===== config.mk =====
export PLATFORM = sky130hd
export DESIGN_NAME = lvser_top
export DESIGN_NICKNAME = d
export VERILOG_FILES = /design/src/lvser_pkg.sv /design/src/lvser_top.sv /design/src/lvser_pll.sv /design/src/lvser_rx_lane.sv
export SDC_FILE = /design/constraint.sdc
export NUM_CORES = 2
export LEC_CHECK = 0
export BUFFER_PORTS_ARGS = -buffer_cell sky130_fd_sc_hd__buf_4
export CELL_PAD_IN_SITES_DETAIL_PLACEMENT = 1
export CELL_PAD_IN_SITES_GLOBAL_PLACEMENT = 2
export CORE_MARGIN = 8
export CORE_UTILIZATION = 43
export CTS_CLUSTER_DIAMETER = 200
export DETAILED_ROUTE_END_ITERATION = 16
export PLACE_DENSITY_LB_ADDON = 0.1
export SLEW_MARGIN = 25
export SYNTH_ARGS = -nofsm -noshare
export SYNTH_HDL_FRONTEND = slang
export SYNTH_SLANG_ARGS = --single-unit

===== constraint.sdc =====
create_clock -name clk -period 5.1 [get_ports clk]
set_input_delay 0.255 -clock clk [delete_from_list [all_inputs] [get_ports clk]]
set_output_delay 0.255 -clock clk [all_outputs]
set_load 0.01 [all_outputs]

===== src/lvser_pkg.sv =====
// shared constants for the lvds serializer/deserializer port block
package lvser_pkg;
  // register map, byte addresses on the axi4-lite slave
  localparam int ADDR_W = 5;
  localparam logic [ADDR_W-1:0] OFF_CTRL = 5'h00;
  localparam logic [ADDR_W-1:0] OFF_STATUS = 5'h04;
  localparam logic [ADDR_W-1:0] OFF_INT_STATUS = 5'h08;
  localparam logic [ADDR_W-1:0] OFF_INT_ENABLE = 5'h0c;
  localparam logic [ADDR_W-1:0] OFF_INT_CLEAR = 5'h10;
  // control register fields
  localparam int CTRL_CAL_BIT = 0;     // software calibration request
  localparam int CTRL_TX_EN_BIT = 1;   // transmitter drives its lines
  localparam logic [1:0] CTRL_RESET = 2'h2;
  // live status fields
  localparam int ST_TX_LOCK_BIT = 0;
  localparam int ST_RX_LOCK_BIT = 1;
  localparam int ST_CAL_BIT = 2;
  localparam int ST_ALIGNED_BIT = 3;
  // sticky event fields
  localparam int EVT_W = 3;
  localparam int EVT_TX_LOST = 0;
  localparam int EVT_RX_LOST = 1;
  localparam int EVT_CAL_DONE = 2;
  localparam logic [EVT_W-1:0] EVT_RESET = 3'h0;
  // axi responses
  localparam logic [1:0] RESP_OKAY = 2'h0;
  localparam logic [1:0] RESP_SLVERR = 2'h2;
  // reference clock measurement, in system clock cycles
  localparam int PERIOD_W = 8;
  localparam logic [PERIOD_W-1:0] PERIOD_MAX = 8'hff;
  localparam int LOCK_PERIODS = 4;     // matching periods before lock
  // bits of the previous word that open each normal-mode period
  localparam int NORMAL_SKIP = 2;
  // calibration patterns, first serial bit in the msb
  localparam logic [7:0] CAL_PAT4 = 8'h03;
  localparam logic [7:0] CAL_PAT7 = 8'h07;
  localparam logic [7:0] CAL_PAT8 = 8'h0f;
  localparam int TX_PAR_RESET = 0;
endpackage


===== src/lvser_top.sv =====
// lvds serializer and deserializer port block with axi4-lite control
// Functional notes
// rx channel n occupies bits 8n-1..8n-8
// tx parallel input is factor times channels
// one tx serial line per channel
// rx parallel output is factor times channels
// one rx serial line per channel
// integrator drives input clock when multi-clock on
// multi-clock off, input registers on by default
// rx output registered by default, parameter disables
// deskew input high enters calibration mode
// each side reports its pll lock
// rx and tx reference clocks are output
// one instance serves all channels, one pll; the code uses two trackers, one for tx and one for rx
// factor may only be 4, 7 or 8
// far end sends pattern at least three periods
// pattern 0011, 0000111 or 00001111 per factor
// normal 8x word starts at third bit
// tx slices use the rx channel grouping
module lvser_top #(
  parameter int CHANNEL_COUNT = 16,   // lanes per side
  parameter int DESER_FACTOR = 8,     // bits per lane per period
  parameter bit REG_INPUT = 1'b1,     // register tx parallel input
  parameter bit MULTI_CLOCK = 1'b0,   // tx input registers on sync clock
  parameter bit REG_OUTPUT = 1'b1     // register rx parallel output
) (
  input wire logic clk,                                       // system clock
  input wire logic resetn,                                    // async reset, active low
  input wire logic [lvser_pkg::ADDR_W-1:0] s_axi_awaddr,      // write address
  input wire logic s_axi_awvalid,                             // write address valid
  output logic s_axi_awready,                                 // write address ready
  input wire logic [31:0] s_axi_wdata,                        // write data
  input wire logic [3:0] s_axi_wstrb,                         // write byte lanes
  input wire logic s_axi_wvalid,                              // write data valid
  output logic s_axi_wready,                                  // write data ready
  output logic [1:0] s_axi_bresp,                             // write response
  output logic s_axi_bvalid,                                  // write response valid
  input wire logic s_axi_bready,                              // write response ready
  input wire logic [lvser_pkg::ADDR_W-1:0] s_axi_araddr,      // read address
  input wire logic s_axi_arvalid,                             // read address valid
  output logic s_axi_arready,                                 // read address ready
  output logic [31:0] s_axi_rdata,                            // read data
  output logic [1:0] s_axi_rresp,                             // read response
  output logic s_axi_rvalid,                                  // read data valid
  input wire logic s_axi_rready,                              // read data ready
  input wire logic [DESER_FACTOR*CHANNEL_COUNT-1:0] tx_in,    // tx parallel words
  input wire logic tx_refclk,                                 // tx reference clock pin
  input wire logic sync_inclock,                              // tx input-register clock
  output logic [CHANNEL_COUNT-1:0] tx_out,                    // tx serial lines
  output logic tx_outclock,                                   // external reference clock
  output logic tx_locked,                                     // tx pll lock
  input wire logic [CHANNEL_COUNT-1:0] rx_in,                 // rx serial lines
  input wire logic rx_refclk,                                 // rx reference clock pin
  input wire logic rx_deskew,                                 // calibration request pin
  output logic [DESER_FACTOR*CHANNEL_COUNT-1:0] rx_out,       // rx parallel words
  output logic rx_out_valid,                                  // rx words updated
  output logic rx_outclock,                                   // internal reference clock
  output logic rx_locked,                                     // rx pll lock
  output logic irq                                            // level interrupt
);
  localparam int F = DESER_FACTOR;
  localparam int CH = CHANNEL_COUNT;
  localparam int W = F * CH;
  // illegal factors keep both plls out of lock, so nothing ever moves
  localparam bit FACTOR_OK = (F == 4) || (F == 7) || (F == 8);

  // software-visible state
  logic [1:0] ctrl;                            // calibration request, tx enable
  logic [lvser_pkg::EVT_W-1:0] int_status;     // sticky events
  logic [lvser_pkg::EVT_W-1:0] int_enable;     // interrupt mask
  logic [lvser_pkg::EVT_W-1:0] events;         // one-cycle event pulses
  logic [lvser_pkg::EVT_W-1:0] clr_mask;       // write-one-to-clear strobes
  logic wr_fire, rd_fire;                      // bus transfers taken
  logic [31:0] next_rdata;
  logic [1:0] next_rresp;

  // pll and framing state
  logic tx_edge, tx_bnd, rx_edge, rx_mid;
  logic tx_locked_d, rx_locked_d;              // previous lock for fall detect
  logic [CH-1:0] rx_s1, rx_s2;                 // serial line synchronisers
  logic desk_s1, desk_s2;                      // calibration pin synchroniser
  logic syn_s1, syn_s2, syn_s3;                // input-register clock sync
  logic syn_edge;
  logic cal_mode;
  logic [CH-1:0] lane_aligned;
  logic all_aligned_d;                         // previous all-aligned state
  logic [W-1:0] lane_words;                    // framed words of all lanes
  logic [W-1:0] tx_par;                        // registered tx input
  logic [W-1:0] tx_word;                       // word loaded at each edge
  logic [W-1:0] tx_shreg;                      // serializer shift registers
  logic [W-1:0] rx_hold;                       // registered rx output

  // ---------------- axi4-lite slave ----------------
  // a write is taken only when address and data are both offered
  assign wr_fire = s_axi_awvalid && s_axi_wvalid && !s_axi_bvalid;
  assign s_axi_awready = wr_fire;
  assign s_axi_wready = wr_fire;
  assign rd_fire = s_axi_arvalid && !s_axi_rvalid;
  assign s_axi_arready = !s_axi_rvalid;

  // write response, held until the master takes it
  always_ff @(posedge clk or negedge resetn) begin
    if (!resetn) begin
      s_axi_bvalid <= 1'b0;
      s_axi_bresp <= lvser_pkg::RESP_OKAY;
    end else if (wr_fire) begin
      s_axi_bvalid <= 1'b1;
      // status is read-only, so a write there is refused as well
      case (s_axi_awaddr)
        lvser_pkg::OFF_CTRL, lvser_pkg::OFF_INT_ENABLE,
        lvser_pkg::OFF_INT_CLEAR: s_axi_bresp <= lvser_pkg::RESP_OKAY;
        default: s_axi_bresp <= lvser_pkg::RESP_SLVERR;
      endcase
    end else if (s_axi_bready) begin
      s_axi_bvalid <= 1'b0;
    end
  end

  // control and mask registers, low byte lane only carries bits
  always_ff @(posedge clk or negedge resetn) begin
    if (!resetn) begin
      ctrl <= lvser_pkg::CTRL_RESET;
      int_enable <= lvser_pkg::EVT_RESET;
    end else if (wr_fire && s_axi_wstrb[0]) begin
      if (s_axi_awaddr == lvser_pkg::OFF_CTRL) ctrl <= s_axi_wdata[1:0];
      if (s_axi_awaddr == lvser_pkg::OFF_INT_ENABLE) begin
        int_enable <= s_axi_wdata[lvser_pkg::EVT_W-1:0];
      end
    end
  end

  // clear strobes from the write-only clear register
  assign clr_mask = (wr_fire && s_axi_wstrb[0] && s_axi_awaddr == lvser_pkg::OFF_INT_CLEAR)
                    ? s_axi_wdata[lvser_pkg::EVT_W-1:0] : lvser_pkg::EVT_RESET;

  // read data mux
  always_comb begin
    next_rdata = 32'h0000_0000;
    next_rresp = lvser_pkg::RESP_OKAY;
    case (s_axi_araddr)
      lvser_pkg::OFF_CTRL: next_rdata[1:0] = ctrl;
      lvser_pkg::OFF_STATUS: begin
        next_rdata[lvser_pkg::ST_TX_LOCK_BIT] = tx_locked;
        next_rdata[lvser_pkg::ST_RX_LOCK_BIT] = rx_locked;
        next_rdata[lvser_pkg::ST_CAL_BIT] = cal_mode;
        next_rdata[lvser_pkg::ST_ALIGNED_BIT] = &lane_aligned;
      end
      lvser_pkg::OFF_INT_STATUS: next_rdata[lvser_pkg::EVT_W-1:0] = int_status;
      lvser_pkg::OFF_INT_ENABLE: next_rdata[lvser_pkg::EVT_W-1:0] = int_enable;
      lvser_pkg::OFF_INT_CLEAR: next_rdata = 32'h0000_0000;  // write-only, reads zero
      default: next_rresp = lvser_pkg::RESP_SLVERR;
    endcase
  end

  // read answer one cycle after the address is taken
  always_ff @(posedge clk or negedge resetn) begin
    if (!resetn) begin
      s_axi_rvalid <= 1'b0;
      s_axi_rdata <= 32'h0000_0000;
      s_axi_rresp <= lvser_pkg::RESP_OKAY;
    end else if (rd_fire) begin
      s_axi_rvalid <= 1'b1;
      s_axi_rdata <= next_rdata;
      s_axi_rresp <= next_rresp;
    end else if (s_axi_rready) begin
      s_axi_rvalid <= 1'b0;
    end
  end

  // ---------------- interrupts ----------------
  // lock falls are events, as is the moment all lanes frame in calibration
  assign events[lvser_pkg::EVT_TX_LOST] = tx_locked_d && !tx_locked;
  assign events[lvser_pkg::EVT_RX_LOST] = rx_locked_d && !rx_locked;
  assign events[lvser_pkg::EVT_CAL_DONE] = cal_mode && (&lane_aligned) && !all_aligned_d;

  // edge history for the event detectors
  always_ff @(posedge clk or negedge resetn) begin
    if (!resetn) begin
      tx_locked_d <= 1'b0;
      rx_locked_d <= 1'b0;
      all_aligned_d <= 1'b0;
    end else begin
      tx_locked_d <= tx_locked;
      rx_locked_d <= rx_locked;
      all_aligned_d <= &lane_aligned;
    end
  end

  // sticky status: a new event wins over a clear in the same cycle
  always_ff @(posedge clk or negedge resetn) begin
    if (!resetn) int_status <= lvser_pkg::EVT_RESET;
    else int_status <= (int_status & ~clr_mask) | events;
  end

  assign irq = |(int_status & int_enable);

  // ---------------- pin synchronisers ----------------
  // serial lines, deskew pin and input-register clock all arrive async
  always_ff @(posedge clk or negedge resetn) begin
    if (!resetn) begin
      rx_s1 <= '0;
      rx_s2 <= '0;
      desk_s1 <= 1'b0;
      desk_s2 <= 1'b0;
      syn_s1 <= 1'b0;
      syn_s2 <= 1'b0;
      syn_s3 <= 1'b0;
    end else begin
      rx_s1 <= rx_in;
      rx_s2 <= rx_s1;
      desk_s1 <= rx_deskew;
      desk_s2 <= desk_s1;
      syn_s1 <= sync_inclock;
      syn_s2 <= syn_s1;
      syn_s3 <= syn_s2;
    end
  end

  // a tied-low input-register clock simply never produces an edge
  assign syn_edge = syn_s2 && !syn_s3;
  // pin or software request puts every lane into calibration
  assign cal_mode = desk_s2 || ctrl[lvser_pkg::CTRL_CAL_BIT];

  // ---------------- transmitter ----------------
  // one tracker serves every lane of the transmitter
  lvser_pll #(.FACTOR(F), .ENABLE(FACTOR_OK)) u_tx_pll (
    .clk(clk),
    .resetn(resetn),
    .ref_pin(tx_refclk),
    .edge_pulse(tx_edge),
    .bnd_tick(tx_bnd),
    .mid_tick(),
    .locked(tx_locked),
    .ref_out(tx_outclock)
  );

  // input registers, clocked by the reference edge or the sync clock
  always_ff @(posedge clk or negedge resetn) begin
    if (!resetn) tx_par <= W'(lvser_pkg::TX_PAR_RESET);
    else if (MULTI_CLOCK ? syn_edge : tx_edge) tx_par <= tx_in;
  end

  // without input registering the word is taken straight from user logic
  assign tx_word = REG_INPUT ? tx_par : tx_in;

  // per-lane serializer, msb goes out first
  genvar gt;
  generate
    for (gt = 0; gt < CH; gt++) begin : g_tx
      always_ff @(posedge clk or negedge resetn) begin
        if (!resetn) begin
          tx_shreg[gt*F +: F] <= '0;
          tx_out[gt] <= 1'b0;
        end else if (!tx_locked || !ctrl[lvser_pkg::CTRL_TX_EN_BIT]) begin
          // lines idle low while unlocked or disabled
          tx_shreg[gt*F +: F] <= '0;
          tx_out[gt] <= 1'b0;
        end else if (tx_edge) begin
          // lane gt takes the same slice the receiver gives that channel
          tx_out[gt] <= tx_word[gt*F + F - 1];
          tx_shreg[gt*F +: F] <= {tx_word[gt*F +: F-1], 1'b0};
        end else if (tx_bnd) begin
          tx_out[gt] <= tx_shreg[gt*F + F - 1];
          tx_shreg[gt*F +: F] <= {tx_shreg[gt*F +: F-1], 1'b0};
        end
      end
    end
  endgenerate

  // ---------------- receiver ----------------
  // one tracker serves every lane of the receiver
  lvser_pll #(.FACTOR(F), .ENABLE(FACTOR_OK)) u_rx_pll (
    .clk(clk),
    .resetn(resetn),
    .ref_pin(rx_refclk),
    .edge_pulse(rx_edge),
    .bnd_tick(),
    .mid_tick(rx_mid),
    .locked(rx_locked),
    .ref_out(rx_outclock)
  );

  // lanes frame independently, each with its own calibration slip
  genvar gr;
  generate
    for (gr = 0; gr < CH; gr++) begin : g_rx
      lvser_rx_lane #(.FACTOR(F)) u_lane (
        .clk(clk),
        .resetn(resetn),
        .ser_in(rx_s2[gr]),
        .edge_pulse(rx_edge),
        .mid_tick(rx_mid),
        .cal_mode(cal_mode),
        .word(lane_words[gr*F +: F]),
        .word_stb(),
        .aligned(lane_aligned[gr])
      );
    end
  endgenerate

  // registered output: all lanes captured together at the reference edge,
  // which costs a period of latency but keeps lanes with different slips
  // coherent in one parallel word
  always_ff @(posedge clk or negedge resetn) begin
    if (!resetn) begin
      rx_hold <= '0;
      rx_out_valid <= 1'b0;
    end else begin
      rx_out_valid <= rx_edge && rx_locked;
      if (rx_edge && rx_locked) rx_hold <= lane_words;
    end
  end

  // unregistered mode shows the lane words as they complete
  assign rx_out = REG_OUTPUT ? rx_hold : lane_words;
endmodule


===== src/lvser_pll.sv =====
// reference clock tracker: lock detect and bit-rate tick generation
module lvser_pll #(
  parameter int FACTOR = 8,
  parameter bit ENABLE = 1'b1
) (
  input wire logic clk,          // system clock
  input wire logic resetn,       // async reset, active low
  input wire logic ref_pin,      // reference clock pin, asynchronous
  output logic edge_pulse,       // one cycle at each reference rising edge
  output logic bnd_tick,         // bit boundary inside a period
  output logic mid_tick,         // middle of each bit
  output logic locked,           // lock status
  output logic ref_out           // regenerated reference clock
);
  localparam int PW = lvser_pkg::PERIOD_W;
  logic ref_s1, ref_s2, ref_s3;  // synchroniser plus edge history
  logic [PW-1:0] cnt, last_per;  // running and last measured period
  logic [2:0] good;              // consecutive matching periods
  logic [PW+1:0] acc_b, acc_m;   // fractional bit accumulators
  logic [3:0] bidx;              // boundary count inside the period
  logic [PW-1:0] meas;
  logic match;

  // two flops before the edge detector looks at the pin
  always_ff @(posedge clk or negedge resetn) begin
    if (!resetn) begin
      ref_s1 <= 1'b0;
      ref_s2 <= 1'b0;
      ref_s3 <= 1'b0;
    end else begin
      ref_s1 <= ref_pin;
      ref_s2 <= ref_s1;
      ref_s3 <= ref_s2;
    end
  end

  assign edge_pulse = ref_s2 & ~ref_s3;
  assign meas = cnt + 8'h01;
  // a period of one cycle tolerance still counts as matching
  assign match = (meas == last_per) || (meas == last_per + 8'h01) || (meas + 8'h01 == last_per);

  // period measurement and lock; a missing edge drops lock once the count reaches PERIOD_MAX
  always_ff @(posedge clk or negedge resetn) begin
    if (!resetn) begin
      cnt <= '0;
      last_per <= '0;
      good <= '0;
      locked <= 1'b0;
    end else if (edge_pulse) begin
      cnt <= '0;
      last_per <= meas;
      // each bit needs two samples, so short periods never lock
      if (ENABLE && match && meas >= PW'(2 * FACTOR)) begin
        if (good == 3'(lvser_pkg::LOCK_PERIODS)) locked <= 1'b1;
        else good <= good + 3'h1;
      end else begin
        good <= '0;
        locked <= 1'b0;
      end
    end else if (cnt == lvser_pkg::PERIOD_MAX) begin
      good <= '0;
      locked <= 1'b0;
    end else begin
      cnt <= cnt + 8'h01;
    end
  end

  // boundary ticks: factor per period, the edge itself is the first
  always_ff @(posedge clk or negedge resetn) begin
    if (!resetn) begin
      acc_b <= '0;
      bnd_tick <= 1'b0;
    end else if (edge_pulse) begin
      acc_b <= (PW+2)'(2 * FACTOR);
      bnd_tick <= 1'b0;
    end else if (acc_b >= {2'b00, last_per}) begin
      acc_b <= acc_b - {2'b00, last_per} + (PW+2)'(FACTOR);
      bnd_tick <= locked;
    end else begin
      acc_b <= acc_b + (PW+2)'(FACTOR);
      bnd_tick <= 1'b0;
    end
  end

  // sample ticks: one right after the edge, then one per bit
  always_ff @(posedge clk or negedge resetn) begin
    if (!resetn) begin
      acc_m <= '0;
      mid_tick <= 1'b0;
    end else if (edge_pulse) begin
      acc_m <= (PW+2)'(2 * FACTOR);
      mid_tick <= locked;
    end else if (acc_m >= {1'b0, last_per, 1'b0}) begin
      acc_m <= acc_m - {1'b0, last_per, 1'b0} + (PW+2)'(2 * FACTOR);
      mid_tick <= locked;
    end else begin
      acc_m <= acc_m + (PW+2)'(2 * FACTOR);
      mid_tick <= 1'b0;
    end
  end

  // regenerated clock: high over the first half of the bits
  always_ff @(posedge clk or negedge resetn) begin
    if (!resetn) begin
      bidx <= '0;
      ref_out <= 1'b0;
    end else if (edge_pulse) begin
      bidx <= '0;
      ref_out <= locked;
    end else if (bnd_tick) begin
      bidx <= bidx + 4'h1;
      ref_out <= locked && (bidx + 4'h1 < 4'(FACTOR / 2));
    end else if (!locked) begin
      ref_out <= 1'b0;
    end
  end
endmodule


===== src/lvser_rx_lane.sv =====
// one receive channel: sampling, word framing and calibration slip
module lvser_rx_lane #(
  parameter int FACTOR = 8
) (
  input wire logic clk,               // system clock
  input wire logic resetn,            // async reset, active low
  input wire logic ser_in,            // synchronised serial line
  input wire logic edge_pulse,        // reference edge
  input wire logic mid_tick,          // bit sample point
  input wire logic cal_mode,          // calibration active
  output logic [FACTOR-1:0] word,     // last assembled word
  output logic word_stb,              // word updated
  output logic aligned                // last calibration word matched
);
  logic [2:0] bit_idx, slip;          // position in period, framing slip
  logic [FACTOR-1:0] shreg;           // newest bit at bit 0
  logic [3:0] t_sum;
  logic [2:0] target;
  logic [FACTOR-1:0] next_word;
  logic [FACTOR-1:0] pattern;
  logic hit;

  // normal framing starts two bits late, the first two close the old word
  assign t_sum = cal_mode ? {1'b0, slip} + 4'(FACTOR - 1)
                          : {1'b0, slip} + 4'(lvser_pkg::NORMAL_SKIP - 1);
  assign target = (t_sum >= 4'(FACTOR)) ? 3'(t_sum - 4'(FACTOR)) : t_sum[2:0];
  assign hit = mid_tick && (bit_idx == target);
  assign next_word = {shreg[FACTOR-2:0], ser_in};
  // expected calibration word for this factor
  assign pattern = (FACTOR == 4) ? FACTOR'(lvser_pkg::CAL_PAT4)
                 : (FACTOR == 7) ? FACTOR'(lvser_pkg::CAL_PAT7)
                 : FACTOR'(lvser_pkg::CAL_PAT8);

  // bit position restarts at every reference edge
  always_ff @(posedge clk or negedge resetn) begin
    if (!resetn) bit_idx <= '0;
    else if (edge_pulse) bit_idx <= '0;
    else if (mid_tick) bit_idx <= (bit_idx == 3'(FACTOR - 1)) ? 3'h0 : bit_idx + 3'h1;
  end

  // shift in one bit per sample point
  always_ff @(posedge clk or negedge resetn) begin
    if (!resetn) shreg <= '0;
    else if (mid_tick) shreg <= next_word;
  end

  // word hand-off, first serial bit lands in the msb
  always_ff @(posedge clk or negedge resetn) begin
    if (!resetn) begin
      word <= '0;
      word_stb <= 1'b0;
    end else begin
      word_stb <= hit;
      if (hit) word <= next_word;
    end
  end

  // calibration: slip one bit per mismatching word until it frames
  always_ff @(posedge clk or negedge resetn) begin
    if (!resetn) begin
      slip <= '0;
      aligned <= 1'b0;
    end else if (hit && cal_mode) begin
      if (next_word == pattern) begin
        aligned <= 1'b1;
      end else begin
        aligned <= 1'b0;
        slip <= (slip == 3'(FACTOR - 1)) ? 3'h0 : slip + 3'h1;
      end
    end
  end
endmodule


==> results.sh <==
export IMPL_hold_ws_ns=0.0470
export IMPL_cp_num_buf_inv=1
export IMPL_yosysWarnings=0
export IMPL_wl_mm=96.7
export IMPL_cts_tree="yes"
export IMPL_arrival_ns=4.38
export IMPL_worst_slew_pin_slew_ns=0.999
export IMPL_coreArea_um2=92800
export IMPL_cp_slowest_cell="nor3_1"
export IMPL_route_vias_total=26700
export IMPL_area_growth_syn_to_layout_pct=22.2
export IMPL_synth_edf_count=0
export IMPL_die_h_um=321
export IMPL_p_per_area_nw_per_um2=381
export IMPL_grt_first_pass_wirelength_mm=161
export IMPL_status="finished, final reports clean"
export IMPL_cp_required_ns=5.65
export IMPL_viasPerCell=5.13
export IMPL_cts_root_buffer="clkbuf_16"
export IMPL_synth_cell_type_count=75
export IMPL_syn_avg_cell_area_um2=11.7
export IMPL_crit_start="ctrl[0]$_DFFE_PN0P_"
export IMPL_dp_final_hpwl_mm=63.9
export IMPL_synth_top_cell_by_area="dfrtp_1"
export IMPL_cts_buffer_depth=3
export IMPL_final_max_slew_viol_count=0
export IMPL_clock_skew_ns=0.0477
export IMPL_final_setup_viol_count=0
export IMPL_die_x_um=321
export IMPL_drive_gt1_share_pct=24.4
export IMPL_grt_max_degree=185
export IMPL_final_cell_mix="875 x dfrtp_1, 474 x nand2_1, 408 x mux2_2, 346 x buf_4, 263 x nor2_1"
export IMPL_firstDrtPassIters=4
export IMPL_initial_core_util_pct=43.1
export IMPL_fin_tns_setup_ns=0
export IMPL_p_total_w=0.0186
export IMPL_layout_commonest_cell="dfrtp_1"
export IMPL_hp_start="s_axi_awaddr[3]"
export IMPL_min_path_type="input pin to flip-flop"
export IMPL_final_fill_count=9591
export IMPL_r2r_start="ctrl[0]$_DFFE_PN0P_"
export IMPL_ioPinCount=392
export IMPL_endpoint_kind="flip-flop"
export IMPL_slew_headroom_pct=33.4
export IMPL_dp_cells=4840
export IMPL_rsz0062_at_grt="false"
export IMPL_max_stage_delay_ns=0.69
export IMPL_seq_area_um2=22000
export IMPL_fmax_ghz=0.262
export IMPL_ys_seq_elements=878
export IMPL_path_max_fanout=24
export IMPL_crit_type="flip-flop to flip-flop"
export IMPL_route_detailed_drc=0
export IMPL_stdcell_count=5195
export IMPL_ant_nets=0
export IMPL_cts_buffers_inserted=99
export IMPL_wl_per_cell_um=18.6
export IMPL_synthFlopType="dfrtp_1"
export IMPL_io_buffers=328
export IMPL_critPathMostFrequentCell="xnor2_1"
export IMPL_postSynthCellCount=3408
export IMPL_syn_area_um2=40000
export IMPL_finalCritPeriodShare_pct=74.9
export IMPL_async_reset_ff_share_pct=100
export IMPL_num_rows=112
export IMPL_finalCriticalPeriod_ns=3.82
export IMPL_gp_congestion=0.783
export IMPL_cts_setup_buffers=0
export IMPL_clock_latency_ns=0.68
export IMPL_ys_seq_area_share_pct=54.9
export IMPL_synthTopCellsByArea="dfrtp_1 55%, mux2_2 11%, nand2_1 4.5%"
export IMPL_hold_viol=0
export IMPL_path_clk_slew_ns=0.06
export IMPL_final_nets=4221
export IMPL_multiInputGateArea_um2=16900
export IMPL_peakVddDrop_uv=249
export IMPL_yosysTopAreaCellShare_pct=54.8
export IMPL_cts_sinks=878
export IMPL_globalRoute_totalOverflow=0
export IMPL_leakage_nw=23.9
export IMPL_htreeDepth=3
export IMPL_first_global_vias=30300
export IMPL_max_cap_viol_count=0
export IMPL_cp_top_family="simple AND/OR/NAND/NOR gates"
export IMPL_antenna_found_initial=1
export IMPL_utilization_pct=52.7
export IMPL_fp_dieArea_um2=103000
export IMPL_start_kind="flip-flop"
export IMPL_drt_iter0_drc=1170
export IMPL_path_cells="nor2_4, inv_2, fa_1, xnor2_1, xnor2_1, xnor2_1, nand4_1, nor3_1, mux2_2"
export IMPL_grt_use_total_pct=18.9
==> final cells by class <==
type,count,share of cell area [%]
Antenna cell,2,0.0102
Clock buffer,142,5.91
Multi-Input combinational cell,2258,34.6
Tap cell,1254,3.21
Inverter,93,0.714
Clock inverter,40,1.35
Sequential cell,878,45.0
Timing Repair Buffer,528,9.25
==> through the flow <==
stage / area [µm²] / setup slack [ns]
floorplan: 40100 / 2.06
global placement: 43600 / 1.32
CTS: 48900 / 1.15
finish: 48900 / 1.28
detailed placement: 43600 / 1.23
global route: 48900 / 0.960
==> kinds of logic after synthesis <==
| logic type | count (synthesis) | share of synthesized area, % |
|---|---|---|
| AO/OA/AOI/OAI | 364 | 6.12 |
| XOR/XNOR | 176 | 4.00 |
| adder cells (fa/ha/maj) | 162 | 5.57 |
| buffers and inverters | 301 | 3.23 |
| flip-flops | 878 | 54.9 |
| multiplexers | 581 | 15.9 |
| other | 1 | 0.00937 |
| AND/OR/NAND/NOR | 945 | 10.3 |
==> path summary, 6_finish.rpt <==
| path | depth (start not counted) | to | slack [ns] |
|---|---|---|---|
| setup / recovery | 9 | g_rx[13].u_lane.slip[0]$_DFFE_PN0P_ | 1.28 |
| hold / removal | 4 | int_status[2]$_DFF_PN0_ | 0.05 |
| setup reg to reg | 9 | g_rx[13].u_lane.slip[0]$_DFFE_PN0P_ | 1.28 |
| hold reg to reg | 0 | u_rx_pll.ref_s2$_DFF_PN0_ | 0.35 |
| max in group asynchronous | 3 | u_tx_pll.bnd_tick$_DFF_PN0_ | 3.49 |
| min in group asynchronous | 2 | rx_out[2]$_DFFE_PN0P_ | 0.19 |
==> worst register-to-register path: stages, from the launching register on <==
cell and delay [ns]:
dfrtp_1 0.42, nor2_4 0.11, inv_2 0.35, fa_1 0.66, xnor2_1 0.23, xnor2_1 0.17
xnor2_1 0.15, nand4_1 0.53, nor3_1 0.69, mux2_2 0.41
==> routing by layer <==
layer | GRT usage, % | routed length [µm] | up-vias
met1 | 22.6 | 40200 | 13600
li1 | - | - | 12600
met4 | 6.39 | 2800 | 0
met2 | 34.0 | 50200 | 377
met3 | 3.36 | 3550 | 146
met5 | 0 | 0 | -
==> where the power goes <==
part | internal [W] | switching, W
sequential | 0.00731 | 0.000322
clock | 0.00458 | 0.00296
combinational | 0.00156 | 0.00188
==> sequential cells by signal, summed over array words and instances, names as in the netlist, 9 cells and up <==
signal	count
g_rx.u_lane.word	128
tx_out	16
u_tx_pll.acc_b	10
rx_s1	16
g_rx.u_lane.bit_idx	48
g_rx.u_lane.aligned	16
g_rx.u_lane.shreg	112
tx_shreg	112
rx_s2	16
tx_par	128
u_rx_pll.acc_m	9
rx_out	128
u_rx_pll.acc_b	10
g_rx.u_lane.slip	48
==> synth_stat cells (6+ instances only) <==
cell,count
dfrtp_1,877
nand2_1,476
mux2_2,408
nor2_1,264
mux2i_1,171
clkbuf_1,144
ha_1,135
a211oi_1,132
xnor2_1,126
inv_1,91
o21ai_0,73
a21oi_1,62
nand4_1,46
xor2_1,45
buf_4,32
nand3b_1,30
fa_1,27
nor3_1,27
nand3_1,26
o41ai_1,16
or4_1,16
buf_2,15
buf_1,14
o21bai_1,10
a21o_1,9
a31oi_1,9
and3_1,9
nand2b_1,8
o211ai_1,7
nor4_1,6
o21a_1,6
==> what timing repair did <==
action | 4_1_cts | 5_1_grt
endpoints found under the hold margin | 235 | 0
gates resized for setup | 0 | 0
hold buffers | 171 | 0
setup endpoints to repair | 0 | 0
Power figures use the tool's default switching activity.
